File: src/verilog/acd_pkg.sv
// Constants and types of the SPI command decoder of the delta-sigma converter.
// Assumes a framing block that turns SPI frames into 16-bit payload words and strobes.
// Contract
// - All-zero or unknown word changes nothing and answers with the status word.
// - Reset word is taken at frame end, then registers return to defaults.
// - Completed reset answers FF23h; unfinished reset frame answers 0011h, no reset.
// - Standby word at frame end enters standby; no effect when already standby.
// - Resume word leaves standby; no effect when already converting.
// - Lock word locks; then only no-op, read and unlock act; data continues.
// - Unlock word leaves the locked state.
// - Answers come next frame; standby, resume, lock, unlock echo their word.
// - Read word is 101, six-bit address, seven-bit count minus one.
// - Count zero read answers one word with the addressed register.
// - Count above zero sends 111 header echo, then registers ascending.
// - Frame answering a multi-register read carries no conversion data.
// - Write word is 011, address, count minus one; data words follow.
// - Each written word commits on arrival; input CRC mismatch sets CRC error.
// - Writes to read-only or absent addresses are dropped and not counted.
// - Write answers 010, start address, registers actually written minus one.
// - Payload is 16 bits, MSB aligned in the word; default word is 24 bits.
// - Failed input CRC blocks the command, except register writes which execute.
// - CRC error flag clears once the status word has been sent.
package acd_pkg;
   localparam int REG_COUNT = 64;
   localparam logic [15:0] CMD_NULL = 16'h0000;
   localparam logic [15:0] CMD_RESET = 16'h0011;
   localparam logic [15:0] CMD_STANDBY = 16'h0022;
   localparam logic [15:0] CMD_RESUME = 16'h0033;
   localparam logic [15:0] CMD_LOCK = 16'h0555;
   localparam logic [15:0] CMD_UNLOCK = 16'h0655;
   localparam logic [2:0] PFX_READ = 3'h5;
   localparam logic [2:0] PFX_WRITE = 3'h3;
   localparam logic [2:0] PFX_READ_HDR = 3'h7;
   localparam logic [2:0] PFX_WRITE_ACK = 3'h2;
   localparam logic [15:0] RESP_RESET_DONE = 16'hFF23;
   localparam logic [15:0] RESP_RESET_CUT = 16'h0011;
   localparam logic [5:0] DREG_ID = 6'h00;
   localparam logic [5:0] DREG_STATUS = 6'h01;
   localparam int STAT_LOCK_BIT = 15;
   localparam int STAT_CRC_BIT = 12;
   localparam int STAT_STANDBY_BIT = 10;
   localparam logic [7:0] AXI_CTRL = 8'h00;
   localparam logic [7:0] AXI_STATE = 8'h04;
   localparam logic [7:0] AXI_LAST_CMD = 8'h08;
   localparam int CTRL_CRC_EN_BIT = 0;
   localparam logic [1:0] AXI_OKAY = 2'h0;
   localparam logic [1:0] AXI_SLVERR = 2'h2;

   typedef enum logic [1:0] {
      RK_STATUS = 2'b00,
      RK_WORD = 2'b01,
      RK_READ = 2'b10
   } acd_resp_kind_type;

   typedef enum logic [1:0] {
      PH_IDLE = 2'b00,
      PH_CMD = 2'b01,
      PH_DATA = 2'b10,
      PH_REST = 2'b11
   } acd_phase_type;

   typedef struct packed {
      acd_resp_kind_type kind;
      logic [15:0] word;
      logic [5:0] addr;
      logic [6:0] count;
   } acd_resp_type;

   typedef struct packed {
      logic start;
      logic done;
      logic abort;
      logic rx_valid;
      logic [15:0] rx_word;
      logic crc_valid;
      logic crc_ok;
      logic tx_req;
   } acd_link_in_type;

   typedef struct packed {
      logic tx_valid;
      logic [15:0] tx_word;
      logic tx_last;
      logic suppress_conv;
      logic rx_crc_enable;
   } acd_link_out_type;
endpackage : acd_pkg

File: src/verilog/acd_decoder.sv
// Command decoder: interprets command words of each frame and forms next frame's answers.
// Assumes the framing block strobes words in frame order and handles width and CRC math.
`timescale 1ns/10ps
module acd_decoder #(
   parameter logic [acd_pkg::REG_COUNT-1:0] WRITABLE = 64'hFFFF_FFFF_FFFF_FFFC,
   parameter logic [acd_pkg::REG_COUNT*16-1:0] REG_DEFAULT = '0,
   parameter logic [15:0] DEVICE_ID = 16'h0A5A // Value is arbitrary.
) (
   input wire logic core_clk, // 25 MHz clock.
   input wire logic rst, // Asynchronous reset, active high.
   input wire logic s_axi_awvalid, // Write address valid.
   output logic s_axi_awready, // Write address ready.
   input wire logic [7:0] s_axi_awaddr, // Write byte address.
   input wire logic s_axi_wvalid, // Write data valid.
   output logic s_axi_wready, // Write data ready.
   input wire logic [31:0] s_axi_wdata, // Write data.
   input wire logic [3:0] s_axi_wstrb, // Write byte enables.
   output logic s_axi_bvalid, // Write response valid.
   input wire logic s_axi_bready, // Write response ready.
   output logic [1:0] s_axi_bresp, // Write response code.
   input wire logic s_axi_arvalid, // Read address valid.
   output logic s_axi_arready, // Read address ready.
   input wire logic [7:0] s_axi_araddr, // Read byte address.
   output logic s_axi_rvalid, // Read data valid.
   input wire logic s_axi_rready, // Read data ready.
   output logic [31:0] s_axi_rdata, // Read data.
   output logic [1:0] s_axi_rresp, // Read response code.
   input wire acd_pkg::acd_link_in_type link_in, // Frame strobes and words.
   output acd_pkg::acd_link_out_type link_out, // Answer words to the framer.
   output logic standby, // Device in standby.
   output logic locked, // Interface locked.
   output logic soft_reset // One-cycle pulse after a reset command.
);
   typedef struct packed {
      logic [acd_pkg::REG_COUNT-1:0][15:0] regs;
      logic crc_err;
      logic standby;
      logic locked;
      logic soft_reset;
      acd_pkg::acd_phase_type phase;
      logic [15:0] cmd;
      logic [15:0] last_cmd;
      logic [6:0] widx;
      logic [6:0] nwritten;
      logic crc_bad;
      acd_pkg::acd_resp_type pend;
      acd_pkg::acd_resp_type cur;
      logic [7:0] tx_idx;
      acd_pkg::acd_link_out_type link;
      logic [31:0] ctrl;
      logic aw_got;
      logic [7:0] aw_addr;
      logic w_got;
      logic [31:0] w_data;
      logic [3:0] w_strb;
      logic awready;
      logic wready;
      logic bvalid;
      logic [1:0] bresp;
      logic arready;
      logic rvalid;
      logic [31:0] rdata;
      logic [1:0] rresp;
   } acd_state_type;

   acd_state_type s;
   acd_state_type next_s;

   // Status bits 15, 12 and 10 carry lock, CRC error and standby.
   function automatic logic [15:0] status_word(input acd_state_type st);
      logic [15:0] w;
      w = 16'h0000;
      w[acd_pkg::STAT_LOCK_BIT] = st.locked;
      w[acd_pkg::STAT_CRC_BIT] = st.crc_err;
      w[acd_pkg::STAT_STANDBY_BIT] = st.standby;
      return w;
   endfunction : status_word

   // Addresses 0 and 1 are read-only views built from other state.
   function automatic logic [15:0] reg_value(input acd_state_type st, input logic [5:0] a);
      logic [15:0] v;
      v = st.regs[a];
      if (a == acd_pkg::DREG_ID) begin
         v = DEVICE_ID;
      end else if (a == acd_pkg::DREG_STATUS) begin
         v = status_word(st);
      end
      return v;
   endfunction : reg_value

   always_comb begin
      logic [5:0] waddr;
      logic [5:0] raddr;
      logic [15:0] c;
      logic blocked;
      logic is_write;
      logic [7:0] last_idx;
      waddr = 6'h00;
      raddr = 6'h00;
      c = s.cmd;
      blocked = 1'b0;
      is_write = 1'b0;
      // Header is word 0, so the last register word is count plus one.
      last_idx = {1'b0, s.cur.count} + 8'h01;
      next_s = s;
      next_s.link.tx_valid = 1'b0;
      next_s.soft_reset = 1'b0;
      // The framer checks input CRC only while this bit is set.
      next_s.link.rx_crc_enable = s.ctrl[acd_pkg::CTRL_CRC_EN_BIT];

      // Answer words belong to the response chosen in the previous frame.
      if (link_in.start) begin
         next_s.cur = s.pend;
         next_s.tx_idx = 8'h00;
         next_s.link.suppress_conv = (s.pend.kind == acd_pkg::RK_READ)
            && (s.pend.count != 7'h00);
         next_s.phase = acd_pkg::PH_CMD;
         next_s.cmd = acd_pkg::CMD_NULL;
         next_s.crc_bad = 1'b0;
         next_s.widx = 7'h00;
         next_s.nwritten = 7'h00;
         // A frame without a done strobe answers with status by default.
         next_s.pend.kind = acd_pkg::RK_STATUS;
      end

      if (link_in.tx_req) begin
         next_s.link.tx_valid = 1'b1;
         next_s.link.tx_last = 1'b1;
         next_s.link.tx_word = 16'h0000;
         // The index sticks at FFh, so extra requests read zero words.
         if (s.tx_idx != 8'hFF) begin
            next_s.tx_idx = s.tx_idx + 8'h01;
         end
         case (s.cur.kind)
            acd_pkg::RK_STATUS: begin
               if (s.tx_idx == 8'h00) begin
                  next_s.link.tx_word = status_word(s);
                  next_s.crc_err = 1'b0;
               end
            end
            acd_pkg::RK_WORD: begin
               if (s.tx_idx == 8'h00) begin
                  next_s.link.tx_word = s.cur.word;
               end
            end
            acd_pkg::RK_READ: begin
               if (s.cur.count == 7'h00) begin
                  if (s.tx_idx == 8'h00) begin
                     next_s.link.tx_word = reg_value(s, s.cur.addr);
                  end
               end else if (s.tx_idx == 8'h00) begin
                  next_s.link.tx_word = {acd_pkg::PFX_READ_HDR, s.cur.addr, s.cur.count};
                  next_s.link.tx_last = 1'b0;
               end else if (s.tx_idx <= last_idx) begin
                  raddr = s.cur.addr + s.tx_idx[5:0] - 6'h01;
                  next_s.link.tx_word = reg_value(s, raddr);
                  next_s.link.tx_last = (s.tx_idx == last_idx);
               end
            end
            default: begin
               next_s.link.tx_word = 16'h0000;
            end
         endcase
      end

      // Words arrive 16-bit MSB payload only; the framer strips word padding.
      if (link_in.rx_valid) begin
         case (s.phase)
            acd_pkg::PH_CMD: begin
               next_s.cmd = link_in.rx_word;
               next_s.last_cmd = link_in.rx_word;
               // A locked interface skips the data phase, so data words are ignored.
               if (link_in.rx_word[15:13] == acd_pkg::PFX_WRITE && !s.locked) begin
                  next_s.phase = acd_pkg::PH_DATA;
               end else begin
                  next_s.phase = acd_pkg::PH_REST;
               end
            end
            acd_pkg::PH_DATA: begin
               // Addresses wrap in six bits past 63.
               waddr = s.cmd[12:7] + s.widx[5:0];
               if (WRITABLE[waddr]) begin
                  next_s.regs[waddr] = link_in.rx_word;
                  next_s.nwritten = s.nwritten + 7'h01;
               end
               next_s.widx = s.widx + 7'h01;
               if (s.widx == s.cmd[6:0]) begin
                  next_s.phase = acd_pkg::PH_REST;
               end
            end
            default: begin
               next_s.phase = s.phase;
            end
         endcase
      end

      // Placed after the status send so a new error wins over the clear.
      if (link_in.crc_valid && !link_in.crc_ok && s.ctrl[acd_pkg::CTRL_CRC_EN_BIT]) begin
         next_s.crc_bad = 1'b1;
         next_s.crc_err = 1'b1;
      end

      // A cut frame's command never runs, but write words already stored stay; a cut reset has its own answer.
      if (link_in.abort && s.phase != acd_pkg::PH_IDLE) begin
         next_s.phase = acd_pkg::PH_IDLE;
         if (s.phase != acd_pkg::PH_CMD && c == acd_pkg::CMD_RESET) begin
            next_s.pend.kind = acd_pkg::RK_WORD;
            next_s.pend.word = acd_pkg::RESP_RESET_CUT;
         end else begin
            next_s.pend.kind = acd_pkg::RK_STATUS;
         end
      end else if (link_in.done && s.phase != acd_pkg::PH_IDLE) begin
         next_s.phase = acd_pkg::PH_IDLE;
         blocked = s.crc_bad
            || (link_in.crc_valid && !link_in.crc_ok && s.ctrl[acd_pkg::CTRL_CRC_EN_BIT]);
         is_write = (c[15:13] == acd_pkg::PFX_WRITE) && !s.locked
            && (s.phase != acd_pkg::PH_CMD);
         next_s.pend.kind = acd_pkg::RK_STATUS;
         next_s.pend.addr = c[12:7];
         next_s.pend.count = c[6:0];
         // Writes run despite bad CRC, as their words are already stored.
         if (is_write) begin
            next_s.pend.kind = acd_pkg::RK_WORD;
            // With no word written the count field wraps to 7Fh.
            next_s.pend.word = {acd_pkg::PFX_WRITE_ACK, c[12:7], s.nwritten - 7'h01};
         end else if (blocked || s.phase == acd_pkg::PH_CMD) begin
            next_s.pend.kind = acd_pkg::RK_STATUS;
         end else if (c[15:13] == acd_pkg::PFX_READ) begin
            next_s.pend.kind = acd_pkg::RK_READ;
         end else if (c == acd_pkg::CMD_UNLOCK) begin
            next_s.locked = 1'b0;
            next_s.pend.kind = acd_pkg::RK_WORD;
            next_s.pend.word = c;
         end else if (s.locked) begin
            next_s.pend.kind = acd_pkg::RK_STATUS;
         end else begin
            case (c)
               acd_pkg::CMD_RESET: begin
                  // The bus control word survives a command reset.
                  next_s.regs = REG_DEFAULT;
                  next_s.standby = 1'b0;
                  next_s.crc_err = 1'b0;
                  next_s.soft_reset = 1'b1;
                  next_s.pend.kind = acd_pkg::RK_WORD;
                  next_s.pend.word = acd_pkg::RESP_RESET_DONE;
               end
               acd_pkg::CMD_STANDBY: begin
                  next_s.standby = 1'b1;
                  next_s.pend.kind = acd_pkg::RK_WORD;
                  next_s.pend.word = c;
               end
               acd_pkg::CMD_RESUME: begin
                  next_s.standby = 1'b0;
                  next_s.pend.kind = acd_pkg::RK_WORD;
                  next_s.pend.word = c;
               end
               acd_pkg::CMD_LOCK: begin
                  next_s.locked = 1'b1;
                  next_s.pend.kind = acd_pkg::RK_WORD;
                  next_s.pend.word = c;
               end
               default: begin
                  next_s.pend.kind = acd_pkg::RK_STATUS;
               end
            endcase
         end
      end

      // AXI4-Lite slave: address and data are caught in either order.
      if (s_axi_awvalid && s.awready) begin
         next_s.aw_got = 1'b1;
         next_s.aw_addr = s_axi_awaddr;
      end
      if (s_axi_wvalid && s.wready) begin
         next_s.w_got = 1'b1;
         next_s.w_data = s_axi_wdata;
         next_s.w_strb = s_axi_wstrb;
      end
      if (s.bvalid && s_axi_bready) begin
         next_s.bvalid = 1'b0;
      end
      if (s.aw_got && s.w_got && !s.bvalid) begin
         next_s.aw_got = 1'b0;
         next_s.w_got = 1'b0;
         next_s.bvalid = 1'b1;
         next_s.bresp = acd_pkg::AXI_OKAY;
         if (s.aw_addr[7:2] == acd_pkg::AXI_CTRL[7:2]) begin
            // Only byte 0 of the control word is kept.
            if (s.w_strb[0]) begin
               next_s.ctrl[7:0] = s.w_data[7:0];
            end
         end else if (s.aw_addr[7:2] != acd_pkg::AXI_STATE[7:2]
                      && s.aw_addr[7:2] != acd_pkg::AXI_LAST_CMD[7:2]) begin
            next_s.bresp = acd_pkg::AXI_SLVERR;
         end
      end
      // Ready stays low while a write is held or answered.
      next_s.awready = !next_s.aw_got && !next_s.bvalid;
      next_s.wready = !next_s.w_got && !next_s.bvalid;

      if (s.rvalid && s_axi_rready) begin
         next_s.rvalid = 1'b0;
      end
      // Bus status reads never clear the CRC error flag.
      if (s_axi_arvalid && s.arready) begin
         next_s.rvalid = 1'b1;
         next_s.rresp = acd_pkg::AXI_OKAY;
         next_s.rdata = 32'h0000_0000;
         case (s_axi_araddr[7:2])
            acd_pkg::AXI_CTRL[7:2]: next_s.rdata = {24'h000000, s.ctrl[7:0]};
            acd_pkg::AXI_STATE[7:2]: next_s.rdata = {16'h0000, status_word(s)};
            acd_pkg::AXI_LAST_CMD[7:2]: next_s.rdata = {16'h0000, s.last_cmd};
            default: next_s.rresp = acd_pkg::AXI_SLVERR;
         endcase
      end
      next_s.arready = !next_s.rvalid;
   end

   always_ff @(posedge core_clk or posedge rst) begin
      if (rst) begin
         s <= '0;
         // Pin reset restores the register defaults, not zeros.
         s.regs <= REG_DEFAULT;
      end else begin
         s <= next_s;
      end
   end

   assign s_axi_awready = s.awready;
   assign s_axi_wready = s.wready;
   assign s_axi_bvalid = s.bvalid;
   assign s_axi_bresp = s.bresp;
   assign s_axi_arready = s.arready;
   assign s_axi_rvalid = s.rvalid;
   assign s_axi_rdata = s.rdata;
   assign s_axi_rresp = s.rresp;
   assign link_out = s.link;
   assign standby = s.standby;
   assign locked = s.locked;
   assign soft_reset = s.soft_reset;
endmodule : acd_decoder

File: config.mk
export PLATFORM = sky130hd
export DESIGN_NAME = acd_decoder
export DESIGN_NICKNAME = d
export VERILOG_FILES = /design/src/verilog/acd_pkg.sv /design/src/verilog/acd_decoder.sv
export SDC_FILE = /design/constraint.sdc
export NUM_CORES = 2
export LEC_CHECK = 0
export ABC_AREA = 1
export BUFFER_PORTS_ARGS = -buffer_cell sky130_fd_sc_hd__buf_2
export CAP_MARGIN = 20
export CELL_PAD_IN_SITES_DETAIL_PLACEMENT = 1
export CELL_PAD_IN_SITES_GLOBAL_PLACEMENT = 1
export CORE_MARGIN = 1
export CORE_UTILIZATION = 25
export DETAILED_ROUTE_END_ITERATION = 12
export PLACE_DENSITY_LB_ADDON = 0.05
export SYNTH_ARGS = -nofsm -noshare
export SYNTH_HDL_FRONTEND = slang
export SYNTH_SLANG_ARGS = --single-unit
File: constraint.sdc
create_clock -name core_clk -period 44.6 [get_ports core_clk]
set_input_delay 2.23 -clock core_clk [delete_from_list [all_inputs] [get_ports core_clk]]
set_output_delay 2.23 -clock core_clk [all_outputs]
set_load 0.01 [all_outputs]
After elaboration in Yosys (flattened, before gate mapping)
Memories as Yosys holds them, arrays and structs flattened.
Cells that the tools add are included.
{ "totals": {"ff_bits": 1262, "latchBits": 0, "mem_bits_rw": 0, "mem_bits_ro": 64, "inputBits": 82, "output_inout_bits": 64, "elab_cells": 284, "mem_count": 1} }
{ "classes": {"addsub": 8, "n_mul": 0, "div": 0, "magnitude_cmp": 5, "eq_ne": 28, "n_shift": 0, "n_mux": 81, "bitwise": 6, "n_reduce_logical": 53} }
{ "mem_list": {"columns": ["memory", "words", "word_bits", "read_ports", "rd_clocked_by_memory_dff", "wr", "line_no", "rtl"], "rows": [
  ["(no name shown)", 64, 1, 1, 0, 0, "acd_decoder.sv:182", "if (WRITABLE[waddr]) begin"]
]} }
{ "op_table": {"columns": ["op", "count"], "rows": [
  ["1028-bit 2-to-1 mux", 5],
  ["1024-bit 2-to-1 mux", 3],
  ["1030-bit 2-to-1 mux", 1],
  ["1026-bit 2-to-1 mux", 1],
  ["1025-bit 2-to-1 mux", 1],
  ["1024-bit bitwise mux", 1],
  ["16-bit 2-to-1 mux", 15],
  ["16-bit binary-select mux with 6-bit select", 2],
  ["16-bit demux with 6-bit select", 1],
  ["16-bit case mux with 3 select lines", 2],
  ["18-bit 2-to-1 mux", 4],
  ["17-bit 2-to-1 mux", 3],
  ["48-bit 2-to-1 mux", 1],
  ["37-bit 2-to-1 mux", 1],
  ["35-bit 2-to-1 mux", 1],
  ["16-bit by 11-bit equality test with 1-bit output (second input constant)", 2],
  ["16-bit by 6-bit equality test with 1-bit output (second input constant)", 2],
  ["32-bit 2-to-1 mux", 1],
  ["16-bit case mux with 2 select lines", 1],
  ["31-bit 2-to-1 mux", 1],
  ["26-bit 2-to-1 mux", 1],
  ["6-bit zero test", 4],
  ["6-bit by 7-bit less-than comparator with 1-bit output (second input constant)", 3],
  ["1-bit logical AND", 20],
  ["51 further kinds", 104]
]} }

Depth between registers and ports, before layout
{ "logic_depth": {"depth_word": 17, "depth_mapped": 29, "ltp_nobuf": 25} }

Worst setup path before layout
No wires, ideal clock.
{ "synth_path": {"kind": "input to register", "startpoint": "input link_in[19] (netlist bit)", "endpoint": "register s[609] (netlist bit)", "setup_time_ns": 0.121, "t_arrival_ns": 3.760, "t_required_ns": 44.479, "path_slack_ns": 40.719, "stages": 9, "n_path_buf": 4, "path_cell_list": "clkbuf_1 -> inv_2 -> nor2_1 -> buf_2 -> buf_1 -> nand2_1 -> clkbuf_1 -> a32oi_1 -> nor2_1"} }
{ "synth_lines": {"columns": ["item", "line_no", "rtl"], "rows": [
  ["start, declared", "acd_decoder.sv:28", "input wire acd_pkg::acd_link_in_type link_in,"],
  ["end signal, assigned", "acd_decoder.sv:325", "s <= next_s;"],
  ["end, declared", "acd_decoder.sv:66", "acd_state_type s;"]
]} }

Worst setup path after layout
{ "layout_path": {"startpoint": "register s[155] (netlist bit)", "endpoint": "register s, in the netlist link_out[3]"} }
{ "layout_via": {"elab_chain_cells": 10, "word_cells_on_any_way": 19, "classes_between": "add/sub: 2; eq/ne: 2; mux: 13; reduce/logical: 2"} }
{ "layout_rtl": {"columns": ["item", "line_no", "rtl"], "rows": [
  ["6-bit adder", "acd_decoder.sv:155", "raddr = s.cur.addr + s.tx_idx[5:0] - 6'h01;"],
  ["6-bit by 1-bit subtractor with 6-bit output", "acd_decoder.sv:155", null],
  ["16-bit binary-select mux with 6-bit select", "acd_decoder.sv:82", "v = st.regs[a];"],
  ["16-bit 2-to-1 mux (implied by the code)", "acd_decoder.sv:82", null],
  ["16-bit 2-to-1 mux", "acd_decoder.sv:85", "end else if (a == acd_pkg::DREG_STATUS) begin"],
  ["16-bit 2-to-1 mux", "acd_decoder.sv:83", "if (a == acd_pkg::DREG_ID) begin"],
  ["17-bit 2-to-1 mux", "acd_decoder.sv:154", "end else if (s.tx_idx <= last_idx) begin"],
  ["17-bit 2-to-1 mux", "acd_decoder.sv:151", "end else if (s.tx_idx == 8'h00) begin"],
  ["16-bit 2-to-1 mux *", "acd_decoder.sv:147", "if (s.cur.count == 7'h00) begin"],
  ["16-bit case mux with 3 select lines *", "acd_decoder.sv:134", "case (s.cur.kind)"]
]} }
Mark *: on every way between the ends. The rest lies on a longest branch, timed or not. The select of a mux whose other input is x is not followed.
A chain may end at the register's enable or synchronous reset.

==> run summary <==
gate count of the mapped netlist: 9486
vias: 71856
# setup viols final: 0
Hold Buf Count CTS: 0
crit end category: flip-flop
Worst Max-Slew Pin Slew: 1.32 ns
post-CTS sizing: 0
Max Cap Violations: 0
CTS tree: built
Initial Util: 25.2%
Largest register FFs: 1168
total length of routed met3 wires: 27400 um
share of post-route cells with drive strength above 1: 8.22%
Cell Area, Placed: 73900 sq um
crit-path cells: inv_6, ha_1, inv_1, ha_4, buf_4, inv_8, nand2_4, buf_4, or2_2, nand4_1, nand3_1, nand3_1, nand2_1, nand3_1, o21bai_1, nand2_1, nand2_1, nand2_1, nand2_1
final-report max-slew violation count: 0
min cycle time layout: 7.26 ns
max layer used: met5
outcome: finished, final reports clean
total chip power: 7.07 mW
Final Util: 28.8%
setup TNS: 0 ns
Mean Syn Cell Area: 7.37 sq um
Final ANT Viol Nets: 0
worst reg-to-reg path cell count: 19
setup bufs post-CTS: 0
final hold violations: 0
largest net degree at the start of global routing: 188
crit path max-delay cell type: nand2_4
Seq/Total Area, Yosys: 43.5%
Die W: 531 um
Max rail drop VDD: 0.171 mV
WL final: 436000 um
Wirelength per Cell: 33.4 um
Worst Setup Slack post-DPL: 37.48 ns
CP max FO: 43
clk buf depth: 4
CP required: 45.42 ns
Top-Level Pins: 146
wire length on met2: 189000 um
unrepaired setup endpoints after global routing: false
CP dominant cell by count: nand2_1
GRT Total Usage: 30.5%
Post-Route M1 WL: 202000 um
hold worst-path end: s_axi_arready$_DFF_PP0_
hold path depth: 1
reg2reg start: s[155]$_DFFE_PP0P_
Async S/R FF share, synth: 100%
CTS clock-pin slew for the worst setup and hold paths: 0.06 ns
Root Driver: clkbuf_16
Clock Skew: 0.0391 ns
library cells used by synthesis: 57
Startpoint Class: flip-flop
vias in the first global route: 71281
core area: 277000 sq um
most flop-heavy register: s
Cell Pwr Density: 88.6 nW/um^2
largest cells by area after synthesis: dfrtp_1, a21oi_1, o21ai_0
cell family with most CP delay: simple AND/OR/NAND/NOR gates
arrival time worst endpoint: 8.09 ns
Initial DRT Pass Iterations: 6
Synth top cells by count: nand2_1, a21oi_1, o21ai_0, dfrtp_1, inv_1
post-synthesis register bit count: 1215
number of port buffers: 96
clock sinks: 1215
# rows: 193
post-route cell area: 79800 sq um
worst setup margin: 37.34 ns
synthesized area: 69900 sq um
Hold Path Origin: s_axi_rvalid$_DFF_PP0_
P&R area growth vs syn: 14.1%
first-pass GRT wire length: 602000 um
initial antenna violation count: 48
Die Y: 531 um
CTS Buf Count: 174
Post-DP HPWL: 272000 um
full die area: 282000 sq um
Filler cells: 33529
Synth Flop Type: dfrtp_1
Yosys Warn Count: 0
CTS H-tree depth: 4
cell accounting for the most synthesized area: dfrtp_1
final worst path period share: 16.3%
RD Place Congestion: 0.908
max frequency: 138 MHz
DR vias/cell: 5.51
CP Buf/Inv Count: 5
Clock Latency Late Sink: 0.89 ns
DR DRC count: 0
slowest stage delay, CP: 0.88 ns
FF-to-FF End: link_out[3]$_DFFE_PP0P_
Post-synth EDFFs: 0
Final #Nets: 9300
most frequent cell after synthesis: nand2_1
critical path type: flip-flop to flip-flop
grt total ovfl: 0
Initial DRC Count: 7024
Tightest Hold Check Type: flip-flop to flip-flop
worst reg2reg setup slack: 37.34 ns
Synth top area share: 43.5%
Max-slew headroom: 12.2%
LEAKAGE: 36.7 nW
[logic make-up after synthesis]
group,synth area share [%]
AOI/OAI and AO/OA,27.1
muxes,0.0161
xor gates and xnor gates,0.247
and+or+nand+nor,17.6
buffers and inverters,11.0
other,0.00536
DFF,43.5
adders and majority gates,0.576
[layer usage]
layer,up-vias,GRT usage [%]
met1,37316,43.2
met3,581,4.60
met4,6,11.4
li1,31383,-
met2,2570,46.3
met5,-,0
[how the worst max path moves through the flow]
stage / to / cells after the start / start
after floorplan: link_out[0]$_DFF_PP0_ / 1 / rst
after global placement: link_out[3]$_DFFE_PP0P_ / 19 / s[155]$_DFFE_PP0P_
after detailed placement: link_out[3]$_DFFE_PP0P_ / 19 / s[155]$_DFFE_PP0P_
after CTS: link_out[3]$_DFFE_PP0P_ / 19 / s[155]$_DFFE_PP0P_
after global routing: link_out[3]$_DFFE_PP0P_ / 19 / s[155]$_DFFE_PP0P_
final: link_out[3]$_DFFE_PP0P_ / 19 / s[155]$_DFFE_PP0P_
[worst reg2reg max path: cells and delay by family (launching register included)]
kind / cells / cell delay (ns)
and+or+nand+nor: 11 / 3.11
buffers and inverters: 5 / 1.98
adders and majority gates: 2 / 1.00
DFF: 1 / 0.78
AOI/OAI and AO/OA: 1 / 0.34
[per-stage QoR]
| step | instances | hold slack, ns |
|---|---|---|
| 6_report | 13033 | 0.471 |
| 5_1_grt | 13023 | 0.490 |
| 4_1_cts | 13018 | 0.477 |
| 3_5_place_dp | 12712 | 0.463 |
| 3_3_place_gp | 12703 | 0.456 |
| 2_1_floorplan | 9503 | 0.395 |
[cell usage in the layout (no fill, tap or decap), types with 117 or more instances in the layout]
master and instances:
nor2_1 530, nand2_1 1682, a21oi_1 1297, dfrtp_1 1211, a211oi_1 117, nand3_1 481, inv_1 1047, clkbuf_16 178
o211ai_1 271, buf_4 221, o21ai_0 1277
[layout make-up]
class | instances | area (sq um) | area share, %
diodes | 11 | 27.5 | 0.0345
clock buffers | 255 | 5090 | 6.38
clock inverters | 51 | 678 | 0.850
inverters | 1086 | 4130 | 5.17
multi-input cells | 6367 | 32200 | 40.3
flip-flops and latches | 1215 | 30400 | 38.1
well taps | 3705 | 4640 | 5.81
repair buffers | 343 | 2670 | 3.35
[where the power goes]
part	internal (mW)	switching [mW]	total, mW
Clock	0.875	0.593	1.47
Combinational	0.876	3.27	4.14
Sequential	1.31	0.151	1.46
(Power assumes the default switching activity.)
